==> config.mk <==
export PLATFORM = sky130hd
export DESIGN_NAME = uhts_top
export DESIGN_NICKNAME = d
export VERILOG_FILES = /design/src/logic/uhts_pkg.sv /design/src/logic/uhts_top.sv
export SDC_FILE = /design/constraint.sdc
export NUM_CORES = 1
export LEC_CHECK = 0
export BUFFER_PORTS_ARGS = -buffer_cell sky130_fd_sc_hd__buf_2
export CORE_MARGIN = 3
export CORE_UTILIZATION = 28
export DETAILED_ROUTE_END_ITERATION = 8
export SETUP_SLACK_MARGIN = 0.05
export SYNTH_ARGS = -nofsm -noshare
export SYNTH_HDL_FRONTEND = slang
export SYNTH_SLANG_ARGS = --single-unit
==> constraint.sdc <==
create_clock -name clk -period 2.65 [get_ports clk]
set_input_delay 0.1325 -clock clk [delete_from_list [all_inputs] [get_ports clk]]
set_output_delay 0.1325 -clock clk [all_outputs]
set_load 0.005 [all_outputs]
==> src/logic/uhts_pkg.sv <==
// Constants shared by the host transfer setup block.
`default_nettype none
package uhts_pkg;

  // ----------------------------------------------------------------------
  // Register offsets inside the host register space.
  // ----------------------------------------------------------------------
  localparam logic [7:0] OFS_CTRL_A   = 8'h00;  // Transfer control, set A.
  localparam logic [7:0] OFS_PTR_A    = 8'h01;  // Buffer pointer, set A.
  localparam logic [7:0] OFS_CTRL_B   = 8'h08;  // Transfer control, set B.
  localparam logic [7:0] OFS_PTR_B    = 8'h09;  // Buffer pointer, set B.
  localparam logic [7:0] OFS_CTRL2    = 8'h0F;  // Control register 2, enables set B.

  // ----------------------------------------------------------------------
  // Transfer control field positions.
  // ----------------------------------------------------------------------
  localparam int BIT_PREAMBLE = 7;  // Preamble ahead of a low speed packet.
  localparam int BIT_TOGGLE   = 6;  // DATA0 when 0, DATA1 when 1.
  localparam int BIT_SOF_WAIT = 5;  // frame_start_wait: hold until after SOF.
  localparam int BIT_ISO      = 4;  // Isochronous, no handshake phase.
  localparam int BIT_RSVD     = 3;  // Reserved, no function.
  localparam int BIT_DIR      = 2;  // 1 is OUT, 0 is IN.
  localparam int BIT_ENABLE   = 1;  // Transfers allowed.
  localparam int BIT_ARM      = 0;  // Armed, cleared at completion.

  // ----------------------------------------------------------------------
  // Reset values.
  // ----------------------------------------------------------------------
  localparam logic [7:0] RST_CTRL = 8'h00;  // Arm must be zero; rest cleared too.
  localparam logic [7:0] RST_PTR  = 8'h00;  // Pointer reset value.

  // Scheduler states, Gray coded along idle, wait for SOF, running.
  typedef enum logic [1:0] {
    ST_IDLE = 2'b00,
    ST_SOF  = 2'b01,
    ST_RUN  = 2'b11
  } uhts_state_e;

endpackage : uhts_pkg
`default_nettype wire

==> src/logic/uhts_top.sv <==
// Host transfer setup: register sets A and B, bus port and transfer launcher.
`timescale 1ns/1ps
`default_nettype none

module uhts_top (
  // Clock and reset.
  input  wire logic       clk,
  input  wire logic       sys_rst,
  // Processor bus pins, asynchronous to clk.
  input  wire logic       cs_n,
  input  wire logic       rd_n,
  input  wire logic       wr_n,
  input  wire logic       a0,
  input  wire logic [7:0] data_in,
  output var  logic [7:0] data_out,
  output var  logic       data_oe,
  // Line mode from control registers 1 and 2, same clock.
  input  wire logic       low_speed_sel,
  input  wire logic       low_speed_pol,
  // Serial engine status, same clock.
  input  wire logic       engine_busy,
  input  wire logic       sof_sent,
  input  wire logic       xfer_done,
  // Transfer request toward the serial engine, then the completion pulse and completed set.
  output var  logic       xfer_start,
  output var  logic       xfer_set,
  output var  logic       xfer_preamble,
  output var  logic       xfer_toggle,
  output var  logic       xfer_iso,
  output var  logic       xfer_out,
  output var  logic [7:0] xfer_ptr,
  output var  logic       done_pulse,
  output var  logic       done_set
);

  // ----------------------------------------------------------------------
  // Pin synchronisers.
  // ----------------------------------------------------------------------
  logic [11:0] pin_s1_q;   // First stage, read only by the second stage.
  logic [11:0] pin_s2_q;   // Second stage, safe to use.
  logic        wr_prev_q;  // Last synced write strobe, for edge detection.
  logic        rd_prev_q;  // Last synced read strobe, for edge detection.

  // Two flops on every bus pin; data is wide but only sampled after the
  // strobe edge, by which time it has been stable for two cycles.
  always_ff @(posedge clk) begin
    if (sys_rst) begin
      pin_s1_q  <= 12'hF00;
      pin_s2_q  <= 12'hF00;
      wr_prev_q <= 1'b1;
      rd_prev_q <= 1'b1;
    end else begin
      pin_s1_q  <= {cs_n, rd_n, wr_n, a0, data_in};
      pin_s2_q  <= pin_s1_q;
      wr_prev_q <= pin_s2_q[9];
      rd_prev_q <= pin_s2_q[10];
    end
  end

  logic       s_cs_n;   // Synced chip select.
  logic       s_rd_n;   // Synced read strobe.
  logic       s_wr_n;   // Synced write strobe.
  logic       s_a0;     // Synced address line.
  logic [7:0] s_data;   // Synced data bus.
  logic       wr_evt;   // One-cycle pulse at write strobe release.
  logic       rd_evt;   // One-cycle pulse at read strobe assertion.

  // A write is taken on the rising edge of the strobe, when data is settled.
  always_comb begin
    s_cs_n = pin_s2_q[11];
    s_rd_n = pin_s2_q[10];
    s_wr_n = pin_s2_q[9];
    s_a0   = pin_s2_q[8];
    s_data = pin_s2_q[7:0];
    wr_evt = !s_cs_n && s_wr_n && !wr_prev_q;
    rd_evt = !s_cs_n && !s_rd_n && rd_prev_q;
  end

  // ----------------------------------------------------------------------
  // Address pointer and register sets.
  // ----------------------------------------------------------------------
  logic [7:0] addr_q, addr_d;          // Address from the A0 low cycle.
  logic [7:0] ctrl_q [2];              // Transfer control per set.
  logic [7:0] ctrl_d [2];
  logic [7:0] ptr_q  [2];              // Buffer pointer per set.
  logic [7:0] ptr_d  [2];
  logic       ext_q, ext_d;            // Extended mode, allows set B.
  logic [7:0] rdat_q, rdat_d;          // Read data returned to the bus.
  logic       oe_q, oe_d;              // Bus driven during a mapped read.
  logic       clr_arm [2];             // Completion clear of arm per set.

  // Decodes which set a control or pointer offset belongs to.
  function automatic logic [2:0] dec_addr(input logic [7:0] adr);
    // Result bits: hit control, hit pointer, set index.
    logic [2:0] r;
    r = 3'h0;
    if (adr == uhts_pkg::OFS_CTRL_A) r = 3'h4;
    if (adr == uhts_pkg::OFS_PTR_A)  r = 3'h2;
    if (adr == uhts_pkg::OFS_CTRL_B) r = 3'h5;
    if (adr == uhts_pkg::OFS_PTR_B)  r = 3'h3;
    return r;
  endfunction : dec_addr

  // Register next values. A software write wins over the completion clear,
  // so a re-arm that lands in the done cycle is never lost.
  always_comb begin
    logic [2:0] hit;
    hit    = dec_addr(addr_q);
    addr_d = addr_q;
    ext_d  = ext_q;
    rdat_d = rdat_q;
    oe_d   = oe_q && !s_cs_n && !s_rd_n;
    for (int i = 0; i < 2; i++) begin
      ctrl_d[i] = ctrl_q[i];
      ptr_d[i]  = ptr_q[i];
      if (clr_arm[i]) begin
        ctrl_d[i][uhts_pkg::BIT_ARM] = 1'b0;
      end
    end
    if (wr_evt && !s_a0) begin
      addr_d = s_data;
    end else if (wr_evt) begin
      if (addr_q == uhts_pkg::OFS_CTRL2) begin
        ext_d = 1'b1;
      end
      if (hit[2]) begin
        ctrl_d[hit[0]] = s_data;
        ctrl_d[hit[0]][uhts_pkg::BIT_RSVD] = 1'b0;
      end
      if (hit[1]) begin
        ptr_d[hit[0]] = s_data;
      end
    end
    if (rd_evt && s_a0 && (hit[2] || hit[1])) begin
      rdat_d = hit[2] ? ctrl_q[hit[0]] : ptr_q[hit[0]];
      oe_d   = 1'b1;
    end
  end

  // Register storage; only arm and extended mode need a reset, the rest is
  // cleared as well so that simulation never sees unknown setups.
  always_ff @(posedge clk) begin
    if (sys_rst) begin
      addr_q    <= 8'h00;
      ext_q     <= 1'b0;
      rdat_q    <= 8'h00;
      oe_q      <= 1'b0;
      ctrl_q[0] <= uhts_pkg::RST_CTRL;
      ctrl_q[1] <= uhts_pkg::RST_CTRL;
      ptr_q[0]  <= uhts_pkg::RST_PTR;
      ptr_q[1]  <= uhts_pkg::RST_PTR;
    end else begin
      addr_q    <= addr_d;
      ext_q     <= ext_d;
      rdat_q    <= rdat_d;
      oe_q      <= oe_d;
      ctrl_q    <= ctrl_d;
      ptr_q     <= ptr_d;
    end
  end

  // ----------------------------------------------------------------------
  // Bus outputs.
  // ----------------------------------------------------------------------
  // Both come straight from registers, so the pads never see decode glitches;
  // the cost is one cycle of read latency, hidden behind the strobe timing.
  assign data_out = rdat_q;
  assign data_oe  = oe_q;

  // ----------------------------------------------------------------------
  // Transfer scheduler.
  // ----------------------------------------------------------------------
  uhts_pkg::uhts_state_e st_q, st_d;   // Scheduler state.
  logic       pref_q, pref_d;          // Set tried first next time.
  logic       cur_q, cur_d;            // Set owning the current transfer.
  logic       ready [2];               // Set enabled, armed and usable.
  logic       pick;                    // Set chosen from idle.
  logic       any_ready;               // Some set may launch.
  logic       direct_ls;               // Direct low speed line mode.
  logic       start_d, pre_d, tog_d, iso_d, out_d, dpl_d;
  logic [7:0] ptrx_d;

  // Launch decision. A snapshot of the set is taken at launch and held for
  // the whole transaction, so late writes cannot disturb the engine.
  always_comb begin
    direct_ls = low_speed_sel && low_speed_pol;
    for (int i = 0; i < 2; i++) begin
      ready[i] = ctrl_q[i][uhts_pkg::BIT_ENABLE] &&
                 ctrl_q[i][uhts_pkg::BIT_ARM] && ((i == 0) || ext_q);
    end
    pick      = ready[pref_q] ? pref_q : !pref_q;
    any_ready = ready[0] || ready[1];
    st_d    = st_q;
    pref_d  = pref_q;
    cur_d   = cur_q;
    start_d = 1'b0;
    dpl_d   = 1'b0;
    clr_arm[0] = 1'b0;
    clr_arm[1] = 1'b0;
    case (st_q)
      uhts_pkg::ST_IDLE: begin
        if (any_ready) begin
          cur_d = pick;
          // Sync is honoured only at full speed.
          if (ctrl_q[pick][uhts_pkg::BIT_SOF_WAIT] && !low_speed_sel) begin
            st_d = uhts_pkg::ST_SOF;
          end else if (!engine_busy) begin
            st_d    = uhts_pkg::ST_RUN;
            start_d = 1'b1;
          end
        end
      end
      uhts_pkg::ST_SOF: begin
        if (!ready[cur_q]) begin
          st_d = uhts_pkg::ST_IDLE;
        end else if (sof_sent) begin
          st_d    = uhts_pkg::ST_RUN;
          start_d = 1'b1;
        end
      end
      uhts_pkg::ST_RUN: begin
        if (xfer_done) begin
          st_d           = uhts_pkg::ST_IDLE;
          clr_arm[cur_q] = 1'b1;
          dpl_d          = 1'b1;
          pref_d         = !cur_q;
        end
      end
      default: begin
        st_d = uhts_pkg::ST_IDLE;
      end
    endcase
    pre_d  = ctrl_q[cur_d][uhts_pkg::BIT_PREAMBLE] && !direct_ls;
    out_d  = ctrl_q[cur_d][uhts_pkg::BIT_DIR];
    tog_d  = ctrl_q[cur_d][uhts_pkg::BIT_TOGGLE] && out_d;
    iso_d  = ctrl_q[cur_d][uhts_pkg::BIT_ISO];
    ptrx_d = ptr_q[cur_d];
  end

  // Scheduler registers; transfer fields only load at launch.
  // The completed set is only updated with the done pulse, so it stays valid
  // until the next completion for whoever reads it later.
  always_ff @(posedge clk) begin
    if (sys_rst) begin
      st_q          <= uhts_pkg::ST_IDLE;
      pref_q        <= 1'b0;
      cur_q         <= 1'b0;
      xfer_start    <= 1'b0;
      xfer_set      <= 1'b0;
      xfer_preamble <= 1'b0;
      xfer_toggle   <= 1'b0;
      xfer_iso      <= 1'b0;
      xfer_out      <= 1'b0;
      xfer_ptr      <= 8'h00;
      done_pulse    <= 1'b0;
      done_set      <= 1'b0;
    end else begin
      st_q       <= st_d;
      pref_q     <= pref_d;
      cur_q      <= cur_d;
      xfer_start <= start_d;
      done_pulse <= dpl_d;
      if (dpl_d) begin
        done_set <= cur_q;
      end
      if (start_d) begin
        xfer_set      <= cur_d;
        xfer_preamble <= pre_d;
        xfer_toggle   <= tog_d;
        xfer_iso      <= iso_d;
        xfer_out      <= out_d;
        xfer_ptr      <= ptrx_d;
      end
    end
  end

endmodule : uhts_top
`default_nettype wire

==> flow_summary.json, run 1 <==
{
  "place_area_mm2": 0.00427,
  "synthTopCellsByArea": "dfxtp_1, mux2i_1, nor2_1",
  "nets": 483,
  "core-area_mm2": 0.0135,
  "synth_cell_types": 41,
  "ctsResizeCount": 0,
  "synth_common_cells": "dfxtp_1, nor2_1, mux2i_1",
  "fin_setup_tns_ps": 0,
  "synth.yosys.seq_area_share": 0.493,
  "wl_per_cell_um": 13.5,
  "drt_iter0_drc": 154,
  "r2r-start": "ctrl_q[0]$_SDFF_PP0_",
  "diodes": 0,
  "grt_pass1_wl_um": 14500,
  "synth.top_cell.area_share": 0.493,
  "path_buf_inv": 0,
  "syn_to_final_growth_pct": 20.2,
  "ant_nets": 0,
  "rsz0062_at_grt": "no",
  "tightestPinTransition_ps": 875,
  "fmax_mhz": 460,
  "p_leak_uw": 0.00197,
  "critPathTopFamily": "compound AO/OA/AOI/OAI gates",
  "grtUsageTotal": 0.123,
  "synth_area_mm2": 0.00390,
  "gp_congestion": 0.849,
  "start_kind": "flip-flop",
  "avgSynthCellArea_um2": 9.35,
  "cts_hold_buf": 12,
  "synth_fp_nets": 436,
  "wl_met3_um": 506,
  "hold_path.class": "input pin to flip-flop",
  "yosys.area.top_type": "dfxtp_1",
  "netlist_instances": 417,
  "synthFlopType": "dfxtp_1",
  "layout-drive-gt1-share": 0.198,
  "clk_path_buf_depth": 2,
  "endpoint_kind": "flip-flop",
  "synth_edf_count": 0,
  "slowest_stage": "a32oi_4",
  "setup_viol": 0,
  "hold_violations": 0,
  "preCtsSetupSlack_ps": 474,
  "yosys_register_bits": 96,
  "grt_pass1_vias": 2875,
  "setup_ws_ps": 477,
  "fp.dieH_um": 124,
  "ir_drop_mv": 0.252,
  "via_per_inst": 4.61,
  "post_cts_buffers": 0,
  "cts_tree": "yes",
  "clk_latency_ps": 350,
  "startpoint": "ctrl_q[0]$_SDFF_PP0_",
  "hp-start": "engine_busy",
  "slowest_delay_ps": 570,
  "maxCapViolCount": 0,
  "fp.dieW_um": 124,
  "route.detailed.drc": 0,
  "start_util": 0.290,
  "wirelength_um": 8720,
  "cp.required_ps": 2890,
  "vias": 2975,
  "fin_crit_ps": 2170,
  "grt_max_degree": 49,
  "post-route-period-util": 0.820,
  "final_area_mm2": 0.00469,
  "power_density_mw_per_mm2": 610,
  "slew_headroom": 0.412,
  "cp_max_fo": 14,
  "async_flop_share": 0,
  "io_buffer_count": 43,
  "cp.arrival_ps": 2410,
  "skew_ps": 6.14,
  "h-tree-depth": 3,
  "final-max-slew-violation-count": 0,
  "num_rows": 42,
  "yosysMostFrequentCell": "dfxtp_1",
  "cts_buffers": 9,
  "fp.dieArea_mm2": 0.0154,
  "cts_sinks": 96,
  "top_layer": "met4",
  "worstSetupPathType": "flip-flop to flip-flop",
  "root_buffer": "clkbuf_16",
  "antenna_found_initial": 0,
  "clkTransAtPathRegs_ps": 70,
  "place_hpwl_um": 6170,
  "cp_cell_sequence": "and3_1, o21a_1, o311a_4, a32oi_4, mux2_2",
  "grt.overflow.total": 0,
  "routed-wl-met2_um": 4010,
  "outcome": "complete, no violations",
  "boundaryPins": 44,
  "met1Wirelength_um": 3960,
  "yosysWarnings": 0,
  "dr.pass1.iters": 4
}
-- placed cells by master (no fill, tap or decap), types with 9 or more instances in the layout --
master,Yosys,final
dfxtp_1,96,96
nor2_1,57,57
buf_2,5,43
mux2i_1,42,42
nand2_1,36,36
nor2b_1,29,29
a21oi_1,23,23
nor3_1,18,18
o21ai_0,12,12
dlygate4sd3_1,0,12
or2_2,11,11
inv_1,11,11
clkbuf_16,0,9
-- worst reg2reg max path, stage by stage, from the launching register on --
cell	delay [ps]
dfxtp_1	320
and3_1	240
o21a_1	190
o311a_4	330
a32oi_4	570
mux2_2	410
-- report_power, final --
group	switching (uW)	leakage, uW	internal (uW)
Sequential	14.6	0.000779	1460
Clock	565	0.000139	736
Combinational	39.1	0.00105	39.2
-- routing by layer --
metal  GRT usage  up-vias
met4      0.0657        0
met2       0.189       70
met3      0.0332       20
li1            -     1501
met1       0.156     1384
met5           0        -
-- registers in the layout, indices dropped and copies added (netlist names) --
name / cells
cur_q: 1
xfer_out: 1
xfer_iso: 1
done_pulse: 1
addr_q: 8
wr_prev_q: 1
ctrl_q: 16
st_q: 2
xfer_set: 1
data_out: 8
xfer_preamble: 1
ptr_q: 16
pin_s1_q: 12
rd_prev_q: 1
pin_s2_q: 12
data_oe: 1
xfer_start: 1
xfer_toggle: 1
xfer_ptr: 8
done_set: 1
ext_q: 1
pref_q: 1
-- area by class of cell --
class                      instances  area [um^2]
clock buffer                      10          229
fill                            1413         8770
inverter                          11         41.3
multi-input combinational        284         1810
tap                              176          220
sequential                        96         1920
clock inverter                     6         67.6
timing repair buffer              62          400
-- cell families (layout without fill, tap and decap cells) --
logic type | Yosys count | in the layout | synth area share
multiplexers | 54 | 54 | 0.150
flip-flops | 96 | 96 | 0.493
buffers and inverters | 37 | 89 | 0.0437
AO/OA/AOI/OAI | 51 | 51 | 0.0851
AND/OR/NAND/NOR | 179 | 179 | 0.228
-- stage by stage --
stage | hold WS (ps) | std cells | util | power (uW)
4_1_cts | 0.535 | 645 | 0.348 | 2900
3_5_place_dp | 322 | 617 | 0.317 | 1570
3_3_place_gp | 321 | 617 | 0.317 | 1570
5_1_grt | 25.2 | 645 | 0.348 | 2970
2_1_floorplan | 236 | 417 | - | 1540
6_report | 10.4 | 645 | 0.348 | 2860
-- final timing paths --
kind,to,slack (ps),depth (start not counted)
setup / recovery,xfer_ptr[0]$_SDFFE_PP0P_,480,5
hold / removal,st_q[0]$_SDFFE_PP0P_,10,2
setup reg to reg,xfer_ptr[0]$_SDFFE_PP0P_,480,5
hold reg to reg,pin_s2_q[11]$_SDFF_PP1_,410,1
Note: power is estimated with default switching activity, not from simulation.
==> run 2: changes to the inputs <==
Clock period 2.65 ns to 2.3 ns, I/O delays scaled along.
==> run 2 against run 1 <==
  * Via count is 0.47% higher
  * Fmax is 7.7% higher
  * Utilization is 0.60 points higher
  * Cell count is 0.93% higher
  * Sequential power is 15% higher
  * Hold slack better by 53 ps
  * Die area stayed put
  * Total power is 19% higher
  * Sequential share of layout area is 0.69 points lower
  * Non-clock buffer count is 6 higher
  * Critical endpoint unchanged
  * Largest power group unchanged
==> flow_summary.json, run 2 (synthesis results as in run 1) <==
{
  "fp.dieArea_mm2": 0.0154,
  "fp.dieW_um": 124,
  "wl_per_cell_um": 13.2,
  "antenna_found_initial": 0,
  "r2r_slack_ps": 280,
  "setup_viol": 0,
  "cts_buffers": 9,
  "maxCapViolCount": 0,
  "root_buffer": "clkbuf_16",
  "top_regs": "ctrl_q (16), ptr_q (16)",
  "clk_path_buf_depth": 2,
  "cp.arrival_ps": 2240,
  "place_hpwl_um": 6080,
  "vias": 2989,
  "cts_tree": "yes",
  "preCtsSetupSlack_ps": 285,
  "hp-start": "low_speed_pol",
  "startpoint": "ctrl_q[9]$_SDFFE_PP0P_",
  "worstSetupPathType": "flip-flop to flip-flop",
  "slowest_delay_ps": 440,
  "start_kind": "flip-flop",
  "final_common_cell": "dfxtp_1",
  "fin_setup_tns_ps": 0,
  "num_rows": 42,
  "multiInputGateArea_mm2": 0.00181,
  "ir_drop_mv": 0.308,
  "crit_cells": 6,
  "setup_ws_ps": 283,
  "cp.required_ps": 2520,
  "hold_depth": 3,
  "endpoint_kind": "flip-flop",
  "tightestPinTransition_ps": 441,
  "ant_nets": 0,
  "hold_violations": 0,
  "r2r_cells": 6,
  "nets": 489,
  "clkTransAtPathRegs_ps": 70,
  "grtUsageTotal": 0.119,
  "drt_iter0_drc": 157,
  "fp.dieH_um": 124,
  "outcome": "complete, no violations",
  "grt_pass1_vias": 2913,
  "h-tree-depth": 3,
  "grt_pass1_wl_um": 14200,
  "skew_ps": 8.86,
  "cts_sinks": 96,
  "diodes": 0,
  "ctsResizeCount": 0,
  "nFillCells": 1402,
  "io_buffer_count": 43,
  "final_cell_mix": "dfxtp_1, nor2_1, buf_2",
  "power_density_mw_per_mm2": 715,
  "wirelength_um": 8590,
  "layout-drive-gt1-share": 0.208,
  "grt_max_degree": 56,
  "core-area_mm2": 0.0135,
  "critPathTopFamily": "compound AO/OA/AOI/OAI gates",
  "seq_area_mm2": 0.00192,
  "rsz0062_at_grt": "no",
  "via_per_inst": 4.59,
  "gp_congestion": 0.802,
  "dr.pass1.iters": 4,
  "post-route-period-util": 0.877,
  "cp_max_fo": 14,
  "boundaryPins": 44,
  "syn_to_final_growth_pct": 22.3,
  "start_util": 0.290,
  "fmax_mhz": 496,
  "route.detailed.drc": 0,
  "slowest_stage": "dfxtp_1",
  "fin_crit_ps": 2020,
  "hold_path.class": "input pin to flip-flop",
  "path_buf_inv": 1,
  "clk_latency_ps": 340,
  "final-max-slew-violation-count": 0,
  "cp_cell_sequence": "nand3b_1, o21a_1, o311a_4, a32oi_4, buf_4, mux2_2",
  "slew_headroom": 0.706,
  "p_leak_uw": 0.00202,
  "grt.overflow.total": 0,
  "r2r-start": "ctrl_q[9]$_SDFFE_PP0P_"
}
==> run 2: layer usage <==
| layer | global-route usage | part of all wire | vias up |
|---|---|---|---|
| met5 | 0 | 0 | - |
| li1 | - | - | 1518 |
| met2 | 0.191 | 0.47 | 49 |
| met4 | 0.0370 | 0.017 | 0 |
| met1 | 0.152 | 0.46 | 1411 |
| met3 | 0.0381 | 0.050 | 11 |
==> run 2: area by class of cell <==
cell class / count / area share
Tap cell: 176 / 0.0462
Clock inverter: 6 / 0.0189
Sequential cell: 96 / 0.403
Multi-Input combinational cell: 284 / 0.379
Timing Repair Buffer: 68 / 0.0940
Inverter: 11 / 0.00866
Clock buffer: 10 / 0.0501
==> run 2: tightest hold or removal path: cells and delay by family <==
kind                   cells  cell delay [ps]
buffers and inverters      1               80
AO/OA/AOI/OAI              1              110
multiplexers               1               50
==> run 2: worst paths after layout <==
path                           endpoint
max            xfer_ptr[0]$_SDFFE_PP0P_
min          xfer_preamble$_SDFFE_PP0P_
max reg2reg    xfer_ptr[0]$_SDFFE_PP0P_
min reg2reg     pin_s2_q[11]$_SDFF_PP1_
==> run 2: what timing repair did <==
action,4_1_cts,5_1_grt
hold endpoints to repair,13,0
setup buffers,0,0
hold buffers,13,0
==> run 2: per-stage QoR <==
| step | util | power [uW] | cells | area [um^2] | hold slack (ps) |
|---|---|---|---|---|---|
| 2_1_floorplan | - | 1780 | 417 | 3900 | 219 |
| 3_3_place_gp | 0.320 | 1810 | 622 | 4310 | 311 |
| 3_5_place_dp | 0.320 | 1820 | 622 | 4310 | 309 |
| 4_1_cts | 0.354 | 3460 | 651 | 4770 | 55.4 |
| 5_1_grt | 0.354 | 3530 | 651 | 4770 | 71.4 |
| 6_report | 0.354 | 3410 | 651 | 4770 | 63.8 |
==> run 2: power breakdown <==
| group | leakage (uW) | switching [uW] | internal, uW |
|---|---|---|---|
| logic | 0.00108 | 44.3 | 46.4 |
| registers | 0.000779 | 17.2 | 1680 |
| clock network | 0.000159 | 631 | 985 |
| total | 0.00202 | 693 | 2720 |
==> run 3: changes to the inputs <==
Settings changed: PLACE_DENSITY_LB_ADDON set to 0.2.
==> run 3 against run 2 <==
  * Count of clock-buffer cells in the layout shrank 1
  * Utilization shrank 0.29 points
  * Combinational power is essentially flat
  * Setup slack gained 10 ps
  * Clock power shrank 11%
  * Cell count grew 0.15%
  * Die area is the same
  * Highest routed layer unchanged
  * Critical path type unchanged
  * Clock skew is essentially flat
==> flow_summary.json, run 3 (synthesis results as in run 1) <==
{
  "outcome": "complete, no violations",
  "grt.overflow.total": 0,
  "wl_met3_um": 354,
  "met1Wirelength_um": 4450,
  "path_buf_inv": 1,
  "cts_sinks": 96,
  "syn_to_final_growth_pct": 21.3,
  "wirelength_um": 9110,
  "slew_headroom": 0.624,
  "worstSetupPathType": "flip-flop to flip-flop",
  "ir_drop_mv": 0.400,
  "fp.dieArea_mm2": 0.0154,
  "antenna_found_initial": 0,
  "grt_pass1_wl_um": 15000,
  "setup_ws_ps": 293,
  "nets": 490,
  "fin_setup_tns_ps": 0,
  "cts_buffers": 9,
  "slowest_delay_ps": 440,
  "place_area_mm2": 0.00432,
  "tightestPinTransition_ps": 564,
  "dr.pass1.iters": 4,
  "start_kind": "flip-flop",
  "final_util": 0.351,
  "boundaryPins": 44,
  "fmax_mhz": 498,
  "route.detailed.drc": 0,
  "maxCapViolCount": 0,
  "h-tree-depth": 3,
  "top_layer": "met4",
  "top_regs": "ctrl_q (16), ptr_q (16)",
  "vias": 2981,
  "cts_tree": "yes",
  "skew_ps": 8.72,
  "slowest_stage": "dfxtp_1",
  "grt_max_degree": 59,
  "routed-wl-met2_um": 4130,
  "final_area_mm2": 0.00473,
  "rsz0062_at_grt": "no",
  "cp.arrival_ps": 2250,
  "p_leak_uw": 0.00200,
  "fin_crit_ps": 2010,
  "hold_violations": 0,
  "final-max-slew-violation-count": 0,
  "ant_nets": 0,
  "num_rows": 42,
  "final_cell_mix": "dfxtp_1, nor2_1, mux2i_1, buf_2, nand2_1",
  "diodes": 0,
  "hold_path.class": "input pin to flip-flop",
  "clk_latency_ps": 350,
  "cp_max_fo": 14,
  "layout-drive-gt1-share": 0.210,
  "final_common_cell": "dfxtp_1",
  "grt_pass1_vias": 2886,
  "via_per_inst": 4.57,
  "clkTransAtPathRegs_ps": 70,
  "drt_iter0_drc": 138,
  "cp.required_ps": 2540,
  "root_buffer": "clkbuf_16",
  "cp_cell_sequence": "nand3b_1, o21a_1, o311a_4, a32oi_4, buf_4, mux2_2",
  "clk_path_buf_depth": 2,
  "post-route-period-util": 0.873,
  "power_density_mw_per_mm2": 683,
  "whs_ps": 82.5,
  "grtUsageTotal": 0.128,
  "fp.dieW_um": 124,
  "fp.dieH_um": 124,
  "gp_congestion": 0.761,
  "preCtsSetupSlack_ps": 304,
  "setup_viol": 0,
  "core-area_mm2": 0.0135,
  "critPathTopFamily": "compound AO/OA/AOI/OAI gates",
  "wl_per_cell_um": 14.0,
  "nFillCells": 1425,
  "io_buffer_count": 43,
  "endpoint_kind": "flip-flop",
  "post_cts_buffers": 0,
  "place_hpwl_um": 6240,
  "start_util": 0.290
}
-- run 3: cell count changes in the layout (fill, tap and decap cells not counted) --
| cell | previous run | this run |
|---|---|---|
| clkinv_2 | 1 | 2 |
| clkbuf_8 | 1 | 0 |
| buf_4 | 11 | 13 |
| inv_8 | 0 | 1 |
| clkinv_4 | 1 | 2 |
| bufinv_16 | 2 | 0 |
| buf_2 | 43 | 42 |
-- run 3: cell type report --
type | instances | area [um^2] | share of cell area
well taps | 176 | 220 | 0.0466
clock buffers | 9 | 225 | 0.0476
clock inverters | 7 | 55.1 | 0.0116
repair buffers | 69 | 458 | 0.0969
multi-input cells | 284 | 1810 | 0.382
inverters | 11 | 41.3 | 0.00873
flip-flops and latches | 96 | 1920 | 0.407
-- run 3: stage by stage --
step | total power (uW) | cells
floorplan | 1780 | 417
global placement | 1810 | 623
detailed placement | 1810 | 623
CTS | 3280 | 652
global route | 3350 | 652
finish | 3230 | 652
-- run 3: final timing paths --
| kind | start | end | slack, ps | cells after the start |
|---|---|---|---|---|
| worst min-delay path | low_speed_pol | xfer_preamble$_SDFFE_PP0P_ | 80 | 3 |
| worst max-delay path | ctrl_q[9]$_SDFFE_PP0P_ | xfer_ptr[2]$_SDFFE_PP0P_ | 290 | 6 |
| worst min register to register | pin_s1_q[8]$_SDFF_PP1_ | pin_s2_q[8]$_SDFF_PP1_ | 410 | 1 |
| worst max register to register | ctrl_q[9]$_SDFFE_PP0P_ | xfer_ptr[2]$_SDFFE_PP0P_ | 290 | 6 |
-- run 3: routing by layer --
layer	GRT usage	up-vias
li1	-	1513
met5	0	-
met1	0.165	1409
met2	0.203	47
met4	0.0554	0
met3	0.0322	12
-- run 3: tightest hold or removal path, stage by stage --
cell and delay (ps):
buf_2 90, a211o_1 120, mux2i_1 60
-- run 3: where the power goes --
group          switching, uW  total (uW)  internal, uW  leakage [uW]
sequential              17.0        1700          1680      0.000779
clock                    691        1440           745      0.000138
combinational           45.4        90.6          45.2       0.00108
-- run 3: repair_timing --
action	in CTS	in global routing
gates resized for setup	0	0
endpoints found under the hold margin	13	0
hold buffers	13	0
